File: src/rtcai_defs.svh
// Register offsets, field positions (the select field's among them) and reset values of the
// alarm and periodic interrupt block.
// Assumes it is included once per compilation unit by its bare name.
`ifndef RTCAI_DEFS_SVH
`define RTCAI_DEFS_SVH

// ----------------------------------------------------------------------
// Register offsets
// ----------------------------------------------------------------------
`define RTCAI_ADDR_ENABLE_CONFIG 4'hE
`define RTCAI_ADDR_FLAGS_MONITOR 4'hF

// ----------------------------------------------------------------------
// Field positions
// ----------------------------------------------------------------------
`define RTCAI_BIT_WEEKLY_EN 7
`define RTCAI_BIT_DAILY_EN 6
`define RTCAI_BIT_DAILY_FLAG 0
`define RTCAI_BIT_WEEKLY_FLAG 1
`define RTCAI_BIT_PERIODIC_FLAG 2
`define RTCAI_SEL_MSB 2
`define RTCAI_SEL_LSB 0

// ----------------------------------------------------------------------
// Reset values
// ----------------------------------------------------------------------
`define RTCAI_RST_ENABLE_CONFIG 8'h00
`define RTCAI_RST_FLAGS 3'h0

`endif

File: src/rtcai_pkg.sv
// Types shared by the alarm and periodic interrupt block.
// Assumes nothing of its surroundings.
`default_nettype none
package rtcai_pkg;

  // Codes of the three-bit periodic select field.
  typedef enum logic [2:0] {
    RTCAI_PER_OFF = 3'h0,
    RTCAI_PER_LOW = 3'h1,
    RTCAI_PER_2HZ = 3'h2,
    RTCAI_PER_1HZ = 3'h3,
    RTCAI_PER_SEC = 3'h4,
    RTCAI_PER_MIN = 3'h5,
    RTCAI_PER_HOUR = 3'h6,
    RTCAI_PER_MONTH = 3'h7
  } rtcai_per_sel_t;

  typedef logic [7:0] rtcai_byte_t;

endpackage : rtcai_pkg
`default_nettype wire

File: src/rtcai_irq.sv
// Alarm and periodic interrupt logic of the real-time clock: two alarm
// comparators, the periodic source, the two control registers and the
// shared open-drain interrupt pin.
// Assumes the serial port, time counters and tick pulses all run on
// core_clk, so none of their signals needs a synchroniser.
`timescale 1ns/10ps
`default_nettype none
`include "rtcai_defs.svh"

module rtcai_irq (
  input wire logic core_clk,
  input wire logic rst_n,
  // Register access from the serial port.
  input wire logic [3:0] reg_addr,
  input wire logic reg_wr,
  input wire rtcai_pkg::rtcai_byte_t reg_wdata,
  output rtcai_pkg::rtcai_byte_t reg_rdata,
  // Running time counters.
  input wire logic [2:0] cur_dow,
  input wire logic [5:0] cur_hour,
  input wire logic [6:0] cur_min,
  // Alarm settings.
  input wire logic [6:0] weekly_alarm_dow_mask,
  input wire logic [5:0] weekly_alarm_hour,
  input wire logic [6:0] weekly_alarm_min,
  input wire logic [5:0] daily_alarm_hour,
  input wire logic [6:0] daily_alarm_min,
  // Timebase pulses, one cycle each.
  input wire logic quarter_tick,
  input wire logic sec_tick,
  input wire logic min_tick,
  input wire logic hour_tick,
  input wire logic month_tick,
  // Open-drain interrupt pin.
  output logic irq_out_n_o,
  output logic irq_out_n_oe_n
);
  import rtcai_pkg::*;

  // ----------------------------------------------------------------------
  // Control register and decode
  // ----------------------------------------------------------------------
  rtcai_byte_t enable_config_q;
  logic weekly_alarm_enable;
  logic daily_alarm_enable;
  rtcai_per_sel_t per_sel;
  logic wr_cfg;
  logic wr_flags;

  assign wr_cfg = reg_wr && (reg_addr == `RTCAI_ADDR_ENABLE_CONFIG);
  assign wr_flags = reg_wr && (reg_addr == `RTCAI_ADDR_FLAGS_MONITOR);
  assign weekly_alarm_enable = enable_config_q[`RTCAI_BIT_WEEKLY_EN];
  assign daily_alarm_enable = enable_config_q[`RTCAI_BIT_DAILY_EN];
  assign per_sel = rtcai_per_sel_t'(enable_config_q[`RTCAI_SEL_MSB:`RTCAI_SEL_LSB]);

  always_ff @(posedge core_clk or negedge rst_n) begin
    if (!rst_n) begin
      enable_config_q <= `RTCAI_RST_ENABLE_CONFIG;
    end else if (wr_cfg) begin
      enable_config_q <= reg_wdata;
    end
  end

  // ----------------------------------------------------------------------
  // Alarm comparators
  // ----------------------------------------------------------------------
  logic weekly_match;
  logic daily_match;
  logic weekly_match_q;
  logic daily_match_q;
  logic weekly_hit;
  logic daily_hit;

  assign weekly_match = weekly_alarm_dow_mask[cur_dow] &&
                        (cur_hour == weekly_alarm_hour) &&
                        (cur_min == weekly_alarm_min);
  assign daily_match = (cur_hour == daily_alarm_hour) &&
                       (cur_min == daily_alarm_min);

  // Only the start of a match counts, so an alarm armed while the time
  // already equals its setting stays quiet until the next occurrence.
  always_ff @(posedge core_clk or negedge rst_n) begin
    if (!rst_n) begin
      weekly_match_q <= 1'b0;
      daily_match_q <= 1'b0;
    end else begin
      weekly_match_q <= weekly_match;
      daily_match_q <= daily_match;
    end
  end

  assign weekly_hit = weekly_alarm_enable && weekly_match && !weekly_match_q;
  assign daily_hit = daily_alarm_enable && daily_match && !daily_match_q;

  // ----------------------------------------------------------------------
  // Periodic source
  // ----------------------------------------------------------------------
  logic [1:0] phase_q;
  logic per_level_mode;
  logic per_event;
  logic pulse_low;

  // Quarter-second phase restarts on every second increment, so the
  // pulse edges line up with the second counter.
  always_ff @(posedge core_clk or negedge rst_n) begin
    if (!rst_n) begin
      phase_q <= 2'h0;
    end else if (sec_tick) begin
      phase_q <= 2'h0;
    end else if (quarter_tick) begin
      phase_q <= phase_q + 2'h1;
    end
  end

  always_comb begin
    case (per_sel)
      RTCAI_PER_LOW: pulse_low = 1'b1;
      RTCAI_PER_2HZ: pulse_low = !phase_q[0];
      RTCAI_PER_1HZ: pulse_low = !phase_q[1];
      default: pulse_low = 1'b0;
    endcase
  end

  assign per_level_mode = enable_config_q[`RTCAI_SEL_MSB];

  always_comb begin
    case (per_sel)
      RTCAI_PER_SEC: per_event = sec_tick;
      RTCAI_PER_MIN: per_event = min_tick;
      RTCAI_PER_HOUR: per_event = hour_tick;
      RTCAI_PER_MONTH: per_event = month_tick;
      default: per_event = 1'b0;
    endcase
  end

  // ----------------------------------------------------------------------
  // Flags
  // ----------------------------------------------------------------------
  logic [2:0] flags_q;
  logic [2:0] flag_set;
  logic [2:0] flag_clr;

  assign flag_set[`RTCAI_BIT_DAILY_FLAG] = daily_hit;
  assign flag_set[`RTCAI_BIT_WEEKLY_FLAG] = weekly_hit;
  assign flag_set[`RTCAI_BIT_PERIODIC_FLAG] = per_level_mode && per_event;
  assign flag_clr = wr_flags ? ~reg_wdata[2:0] : 3'h0;

  genvar gi;
  generate
    for (gi = 0; gi < 3; gi++) begin : g_flag
      always_ff @(posedge core_clk or negedge rst_n) begin
        if (!rst_n) begin
          flags_q[gi] <= 1'b0;
        end else if (flag_set[gi]) begin
          flags_q[gi] <= 1'b1;
        end else if (flag_clr[gi]) begin
          flags_q[gi] <= 1'b0;
        end
      end
    end
  endgenerate

  // ----------------------------------------------------------------------
  // Read data and interrupt pin
  // ----------------------------------------------------------------------
  // flag bit positions
  always_ff @(posedge core_clk or negedge rst_n) begin
    if (!rst_n) begin
      reg_rdata <= 8'h00;
    end else if (reg_addr == `RTCAI_ADDR_ENABLE_CONFIG) begin
      reg_rdata <= enable_config_q;
    end else if (reg_addr == `RTCAI_ADDR_FLAGS_MONITOR) begin
      reg_rdata <= {5'h00, flags_q};
    end else begin
      reg_rdata <= 8'h00;
    end
  end

  logic irq_low_d;
  logic irq_low_q;

  assign irq_low_d = flags_q[`RTCAI_BIT_DAILY_FLAG] |
                     flags_q[`RTCAI_BIT_WEEKLY_FLAG] |
                     (flags_q[`RTCAI_BIT_PERIODIC_FLAG] && per_level_mode) |
                     pulse_low;

  always_ff @(posedge core_clk or negedge rst_n) begin
    if (!rst_n) begin
      irq_low_q <= 1'b0;
    end else begin
      irq_low_q <= irq_low_d;
    end
  end

  // The pin only ever sinks current; the pull-up makes the high level.
  assign irq_out_n_o = 1'b0;
  assign irq_out_n_oe_n = !irq_low_q;

  // ----------------------------------------------------------------------
  // Assertions
  // ----------------------------------------------------------------------
  property p_weekly_set;
    @(posedge core_clk) disable iff (!rst_n)
      weekly_alarm_enable && weekly_match && !weekly_match_q |=>
        flags_q[`RTCAI_BIT_WEEKLY_FLAG] ##1 !irq_out_n_oe_n;
  endproperty
  a_weekly_set: assert property (p_weekly_set)
    else $error("weekly match did not set flag and pull pin");

  property p_daily_set;
    @(posedge core_clk) disable iff (!rst_n)
      daily_alarm_enable && daily_match && !daily_match_q |=>
        flags_q[`RTCAI_BIT_DAILY_FLAG] ##1 !irq_out_n_oe_n;
  endproperty
  a_daily_set: assert property (p_daily_set)
    else $error("daily match did not set flag and pull pin");

  property p_disabled_no_set;
    @(posedge core_clk) disable iff (!rst_n)
      !daily_alarm_enable && !flags_q[`RTCAI_BIT_DAILY_FLAG] |=>
        !flags_q[`RTCAI_BIT_DAILY_FLAG];
  endproperty
  a_disabled_no_set: assert property (p_disabled_no_set)
    else $error("disabled daily alarm raised its flag");

  property p_rearm_quiet;
    @(posedge core_clk) disable iff (!rst_n)
      $rose(weekly_alarm_enable) && weekly_match && weekly_match_q &&
      !flags_q[`RTCAI_BIT_WEEKLY_FLAG] |=> !flags_q[`RTCAI_BIT_WEEKLY_FLAG];
  endproperty
  a_rearm_quiet: assert property (p_rearm_quiet)
    else $error("alarm fired on re-enable at current time");

  property p_clear_zero;
    @(posedge core_clk) disable iff (!rst_n)
      wr_flags && !reg_wdata[0] && !daily_hit |=>
        !flags_q[`RTCAI_BIT_DAILY_FLAG];
  endproperty
  a_clear_zero: assert property (p_clear_zero)
    else $error("writing 0 did not clear daily flag");

  property p_write_one_keeps;
    @(posedge core_clk) disable iff (!rst_n)
      wr_flags && reg_wdata[1] |=> $stable(flags_q[`RTCAI_BIT_WEEKLY_FLAG]) ||
        flags_q[`RTCAI_BIT_WEEKLY_FLAG];
  endproperty
  a_write_one_keeps: assert property (p_write_one_keeps)
    else $error("writing 1 changed weekly flag");

  property p_clear_keeps_enable;
    @(posedge core_clk) disable iff (!rst_n)
      wr_flags && !wr_cfg |=> $stable(enable_config_q);
  endproperty
  a_clear_keeps_enable: assert property (p_clear_keeps_enable)
    else $error("flag write disturbed enables");

  property p_read_flags;
    @(posedge core_clk) disable iff (!rst_n)
      reg_addr == `RTCAI_ADDR_FLAGS_MONITOR |=>
        reg_rdata == {5'h00, $past(flags_q)};
  endproperty
  a_read_flags: assert property (p_read_flags)
    else $error("flag read returned wrong bits");

  property p_any_source;
    @(posedge core_clk) disable iff (!rst_n)
      (|flags_q[1:0]) || (per_sel == RTCAI_PER_LOW) |=> !irq_out_n_oe_n;
  endproperty
  a_any_source: assert property (p_any_source)
    else $error("active source did not pull pin low");

  property p_idle_released;
    @(posedge core_clk) disable iff (!rst_n)
      flags_q == 3'h0 && per_sel == RTCAI_PER_OFF |=> irq_out_n_oe_n;
  endproperty
  a_idle_released: assert property (p_idle_released)
    else $error("pin pulled with no source");

  property p_level_flag;
    @(posedge core_clk) disable iff (!rst_n)
      per_sel == RTCAI_PER_SEC && sec_tick |=>
        flags_q[`RTCAI_BIT_PERIODIC_FLAG] ##1 !irq_out_n_oe_n;
  endproperty
  a_level_flag: assert property (p_level_flag)
    else $error("level mode second event lost");

  property p_pulse_1hz;
    @(posedge core_clk) disable iff (!rst_n)
      per_sel == RTCAI_PER_1HZ && sec_tick && $stable(per_sel) |=>
        ##1 !irq_out_n_oe_n;
  endproperty
  a_pulse_1hz: assert property (p_pulse_1hz)
    else $error("1 Hz pulse not low after second increment");

  c_weekly: cover property (@(posedge core_clk) disable iff (!rst_n)
    weekly_hit ##2 !irq_out_n_oe_n);
  c_both: cover property (@(posedge core_clk) disable iff (!rst_n)
    flags_q[1] && flags_q[0]);
  c_clear: cover property (@(posedge core_clk) disable iff (!rst_n)
    flags_q[0] ##1 !flags_q[0]);
  c_pulse: cover property (@(posedge core_clk) disable iff (!rst_n)
    per_sel == RTCAI_PER_2HZ && quarter_tick);

endmodule : rtcai_irq
`default_nettype wire

File: config.mk
export PLATFORM = sky130hd
export DESIGN_NAME = rtcai_irq
export DESIGN_NICKNAME = d
export VERILOG_FILES = /design/src/rtcai_pkg.sv /design/src/rtcai_irq.sv
export VERILOG_INCLUDE_DIRS = /design/src /design/src/src
export SDC_FILE = /design/constraint.sdc
export NUM_CORES = 1
export LEC_CHECK = 0
export ABC_AREA = 1
export BUFFER_PORTS_ARGS = -buffer_cell sky130_fd_sc_hd__buf_4
export CAP_MARGIN = 25
export CORE_MARGIN = 1.5
export CORE_UTILIZATION = 46
export CTS_BUF_LIST = sky130_fd_sc_hd__clkbuf_2
export DETAILED_ROUTE_END_ITERATION = 10
export PLACE_DENSITY_LB_ADDON = 0.05
export RECOVER_POWER = 100
export SYNTH_ARGS = -nofsm -noshare
export SYNTH_HDL_FRONTEND = slang
export SYNTH_SLANG_ARGS = --single-unit
File: constraint.sdc
create_clock -name core_clk -period 1.1 [get_ports core_clk]
set_clock_uncertainty 0.05 [all_clocks]
set_input_delay 0.11 -clock core_clk [delete_from_list [all_inputs] [get_ports core_clk]]
set_output_delay 0.11 -clock core_clk [all_outputs]
set_load 0.005 [all_outputs]
* Word-level counts from Yosys, hierarchy flattened
Index checks and enable logic that the tools add are counted.
** Storage, ports and cells
- Bits in writable memories :: 0
- Bits in read-only memories :: 0
- Bits in latches :: 0
- Input bits :: 69
- Memories :: 0
- Output and inout port bits :: 10
- Logic and storage cells :: 63
- Register bits after elaboration :: 24
** Cells by class
- $mul :: 0
- Add/sub/neg operators :: 1
- Order comparisons :: 1
- Divide/modulo/power cells :: 0
- Muxes and demuxes :: 15
- Equality and inequality tests :: 13
- Bitwise operators :: 4
- Reduce and logical (&&, ||, !) cells :: 20
- Shift operators :: 0
** Operators with widths (count)
- $eq A7 B7 Y1 :: 2
- $eq A3 B3 Y1 const B :: 4
- $eq A6 B6 Y1 :: 2
- $logic_and A1 B1 Y1 :: 11
- $eq A4 B4 Y1 const B :: 2
- $mux W8 :: 1
- $reduce_bool A2 Y1 :: 4
- $mux W1 :: 7
- $eq A3 B2 Y1 const B :: 2
- $mux W3 :: 2
- $logic_not A1 Y1 :: 5
- $lt A3 B4 Y1 const B :: 1
- $mux W2 :: 2
- $pmux W1 S4 :: 1
- $bmux W1 S3 :: 1
- $eq A3 B1 Y1 const B :: 1
- $not A3 Y3 :: 1
- $or A1 B1 Y1 :: 3
- $pmux W1 S3 :: 1
- $add A2 B1 Y2 const B :: 1

* Longest topological paths before layout
- Word-level depth :: 7
- Gate-level depth with buffers :: 8

* Worst setup path after synthesis
OpenSTA, ideal clock, no wires.
- Path kind :: reg-to-reg
- From :: register enable_config_q[0]
- To :: register irq_low_q
- Setup time :: 0.137 ns
- Period minus slack after synthesis :: 0.908 ns
- Arrival :: 0.721 ns
- Setup slack :: 0.192 ns
- Stages on the path, launching flop included :: 5
- Path through :: dfrtp_1 > inv_1 > o21ai_0 > nand3_1 > o2111ai_1
** Between the ends
- Longest elaborated chain between the ends :: 3
- Elaborated cells on any way between the ends :: 5
- Classes of those cells :: 3 x eq/ne; 1 x mux; 1 x bitwise
** RTL lines
- start: declaration :: RTL line rtcai_irq.sv:43 : rtcai_byte_t enable_config_q;
- start signal: assignment :: RTL line rtcai_irq.sv:58 : enable_config_q <= `RTCAI_RST_ENABLE_CONFIG;
- start signal: assignment :: RTL line rtcai_irq.sv:60 : enable_config_q <= reg_wdata;
- $eq A3 B2 Y1 / $eq A3 B1 Y1 (equally long branches) :: RTL line rtcai_irq.sv:116 : case (per_sel)
- $pmux W1 S3 (*) :: RTL line rtcai_irq.sv:116
- $or A1 B1 Y1 (*) :: RTL line rtcai_irq.sv:182 : assign irq_low_d = flags_q[`RTCAI_BIT_DAILY_FLAG] |
- via irq_low_d :: RTL line rtcai_irq.sv:179 : logic irq_low_d;
- end signal: assignment :: RTL line rtcai_irq.sv:191 : irq_low_q <= irq_low_d;
- end: declaration :: RTL line rtcai_irq.sv:180 : logic irq_low_q;
Mark *: on every way through the listed nets, which the timed path passes. The rest lies on a longest branch.
A chain may end at the register's enable or synchronous reset.

* Final worst setup path
- From :: register reg_rdata[1]
- To :: output port reg_rdata[1]
** RTL lines
- start: declaration :: RTL line rtcai_irq.sv:17 : output rtcai_pkg::rtcai_byte_t reg_rdata,
- start signal: assignment :: RTL line rtcai_irq.sv:171 : reg_rdata <= enable_config_q;
- start signal: assignment :: RTL line rtcai_irq.sv:173 : reg_rdata <= {5'h00, flags_q};
No word-level cell between the ends.

==> impl_metrics.tcl <==
set metrics [dict create \
    status "finished, final reports clean" \
    core.rowCount 20 \
    fp.dieH_um 59.7 \
    ys_types 22 \
    die_w_um 59.7 \
    final_nets 371 \
    cts_num_sinks 24 \
    cp_max_fo 1 \
    synth-xor-area-share_pct 10.1 \
    drt_wl_total_um 3210 \
    path_buf_inv 1 \
    hold_viol 0 \
    r2r_cells 4 \
    synth_top_family_by_area "simple AND/OR/NAND/NOR gates" \
    hpwl_um 2580 \
    avgSynthCellArea_sq_um 7.21 \
    grt_use_total_pct 19.2 \
    firstDrtPassIters 4 \
    gp_congestion 0.801 \
    die-area_sq_mm 0.00356 \
    power.internal_mw 1.40 \
    syn_to_final_growth_pct 52.9 \
    grt_overflow 0 \
    crit_family "flip-flops" \
    seq_area_frac_synth_pct 40.6 \
    cts_buffers 3 \
    cts_tree "yes" \
    final_area_sq_mm 0.00226 \
    ant_nets 0 \
    ir_drop_v 0.000443 \
    swShare_pct 29.4 \
    crit_chain "buf_6" \
    ios 79 \
    ys_seq_elements 24 \
    seqPwrFrac_pct 51.0 \
    grt_pass1_vias 1392 \
    worstPathArrival_ns 0.89 \
    dr_total_vias 1534 \
    dpl_cell_area_sq_mm 0.00213 \
    drv_cap 0 \
    yosys.area_share.simple_pct 26.9 \
    slew_viol_final 0 \
    min_path_type "input port to register" \
    cpPeakStageDelay_ns 0.43 \
    fmax_mhz 952 \
    wl_per_cell_um 9.30 \
    fillers 272 \
    slowest_stage "dfrtp_1" \
    relSlewSlack_pct 62.1 \
    drc_errors 0 \
    grt_start_max_net_pins 25 \
    initial_core_util_pct 48.4 \
    finalCriticalPeriod_ns 1.05 \
    path_class "register to output pin" \
    clk_latency_ns 0.34 \
    leakage_nw 1.30 \
    rsz0062_at_grt "yes" \
    crit_cells 1 \
    p_per_area_mw_per_mm2 875 \
    avgViaCountPerCell 4.45 \
    drtIter0Drc 23 \
    crit_required_ns 0.94 \
    clkPwrFrac_pct 17.0 \
    synth_mux_area_share_pct 0 \
    finalSetupViolCount 0 \
    grt_pass1_wl_um 5310 \
    yosys_warnings 0 \
    power.switching_uw 583 \
    cts_root_buf "clkbuf_2" \
    finalCritPeriodShare_pct 95.5 \
    antenna_found_initial 0 \
    startpoint_type "register" \
    core_sq_mm 0.00305 \
    power_frac_comb_pct 32.0 \
    synth_adder_area_share_pct 0 \
    final_layout_size_suffix_gt1_share_pct 31.2 \
    synth_area_sq_mm 0.00148 \
    htreeDepth 1 \
    endpoint_kind "output pin" \
    synthCells 205 \
    synth_compound_area_share_pct 9.98 \
    num_antenna_cells 0 \
    synthesis.nets 274 \
    timing.hold.ws_ns 0.0506 \
    min_path_cells 6 \
    tightest_slew_ns 0.569 \
    clk_path_buf_depth 2 \
    clk_pin_slew_ns 0.21 \
    io_buffers 77 \
]
[state kept, by name, indices dropped and copies added, names as in the netlist]
register,cells
weekly_match_q,1
enable_config_q,8
phase_q,2
irq_low_q,1
daily_match_q,1
flags_q,3
reg_rdata,8
[through the flow]
| stage | power, mW | TNS, ns | setup slack (ns) | util (%) | cells |
|---|---|---|---|---|---|
| final | 1.98 | 0 | 0.0491 | 74.1 | 345 |
| after detailed placement | 1.63 | 0 | 0.0479 | 69.8 | 329 |
| after CTS | 1.99 | 0 | 0.0419 | 74.3 | 345 |
| after global routing | 2.10 | -0.0227 | -0.00836 | 74.1 | 345 |
| after floorplan | 1.31 | 0 | 0.192 | - | 205 |
| after global placement | 1.62 | 0 | 0.0832 | 69.8 | 329 |
[power groups by stage]
stage          sequential (mW)  combinational (mW)  clock [mW]
4_1_cts                   1.00               0.647       0.342
3_3_place_gp              1.02               0.601           0
5_1_grt                   1.02               0.711       0.371
3_5_place_dp              1.02               0.611           0
2_1_floorplan             1.01               0.292           0
6_report                  1.01               0.633       0.337
[final timing paths]
kind                                           startpoint                       to  slack, ns
min                                            cur_dow[1]   flags_q[1]$_DFFE_PN0P_       0.05
min in group asynchronous                           rst_n   reg_rdata[0]$_DFF_PN0_       0.21
max reg2reg                enable_config_q[0]$_DFFE_PN0P_      irq_low_q$_DFF_PN0_       0.12
max in group asynchronous                           rst_n  daily_match_q$_DFF_PN0_       0.42
max                                reg_rdata[1]$_DFF_PN0_             reg_rdata[1]       0.05
min reg2reg                        phase_q[0]$_DFFE_PN0P_   phase_q[0]$_DFFE_PN0P_       0.45
[cell usage in the layout, fill, tap and decap left out, types with 4 or more instances in the layout]
master,count
clkbuf_4,7
o21ai_0,7
nand3_1,10
buf_4,69
nor2_1,24
inv_1,42
xor2_1,8
clkbuf_2,4
dlygate4sd3_1,12
a21oi_2,8
xnor2_1,9
nand2_1,54
dfrtp_1,24
[final cells by class]
cell class / instances / area (sq um) / share of cell area, %
Timing Repair Buffer: 94 / 729 / 32.3
Clock buffer: 3 / 15.0 / 0.664
Clock inverter: 1 / 3.75 / 0.166
Sequential cell: 24 / 601 / 26.6
Inverter: 43 / 161 / 7.14
Tap cell: 44 / 55.1 / 2.43
Multi-Input combinational cell: 136 / 696 / 30.8
[cells by family after synthesis]
kind of cell              after synthesis
DFF                                    24
xor gates and xnor gates               17
buffers and inverters                  45
other                                   1
and+or+nand+nor                        96
AOI/OAI and AO/OA                      22
[what timing repair did]
item / in CTS / in global routing
buffers inserted: 0 / 0
gates resized for setup: 0 / 3
hold buffers: 12 / 0
setup endpoints to repair: 0 / 4
endpoints found under the hold margin: 37 / 0
[layer usage]
layer  vias up  GRT usage, %  part of all wire, %
met5         -             0                    0
met4         0          9.21                  2.2
met3         7          1.95                  7.6
met2        62          33.7                   48
met1       659          23.2                   42
li1        806             -                    -
[cell usage after synthesis, drive strengths merged]
library cell,n,area share (%)
conb,1,0.25
nor3,2,1.0
nand2,55,14
o2111ai,1,0.59
dfrtp,24,41
xnor2,9,5.3
o22ai,3,1.3
buf,2,1.3
nor2,25,6.7
o21ai,7,2.4
and2,1,0.42
a21oi,11,5.8
nand3,10,3.4
and3,1,0.42
xor2,8,4.7
inv,43,11
nand4,2,0.85
No activity file was read; power rests on OpenSTA's default activity.
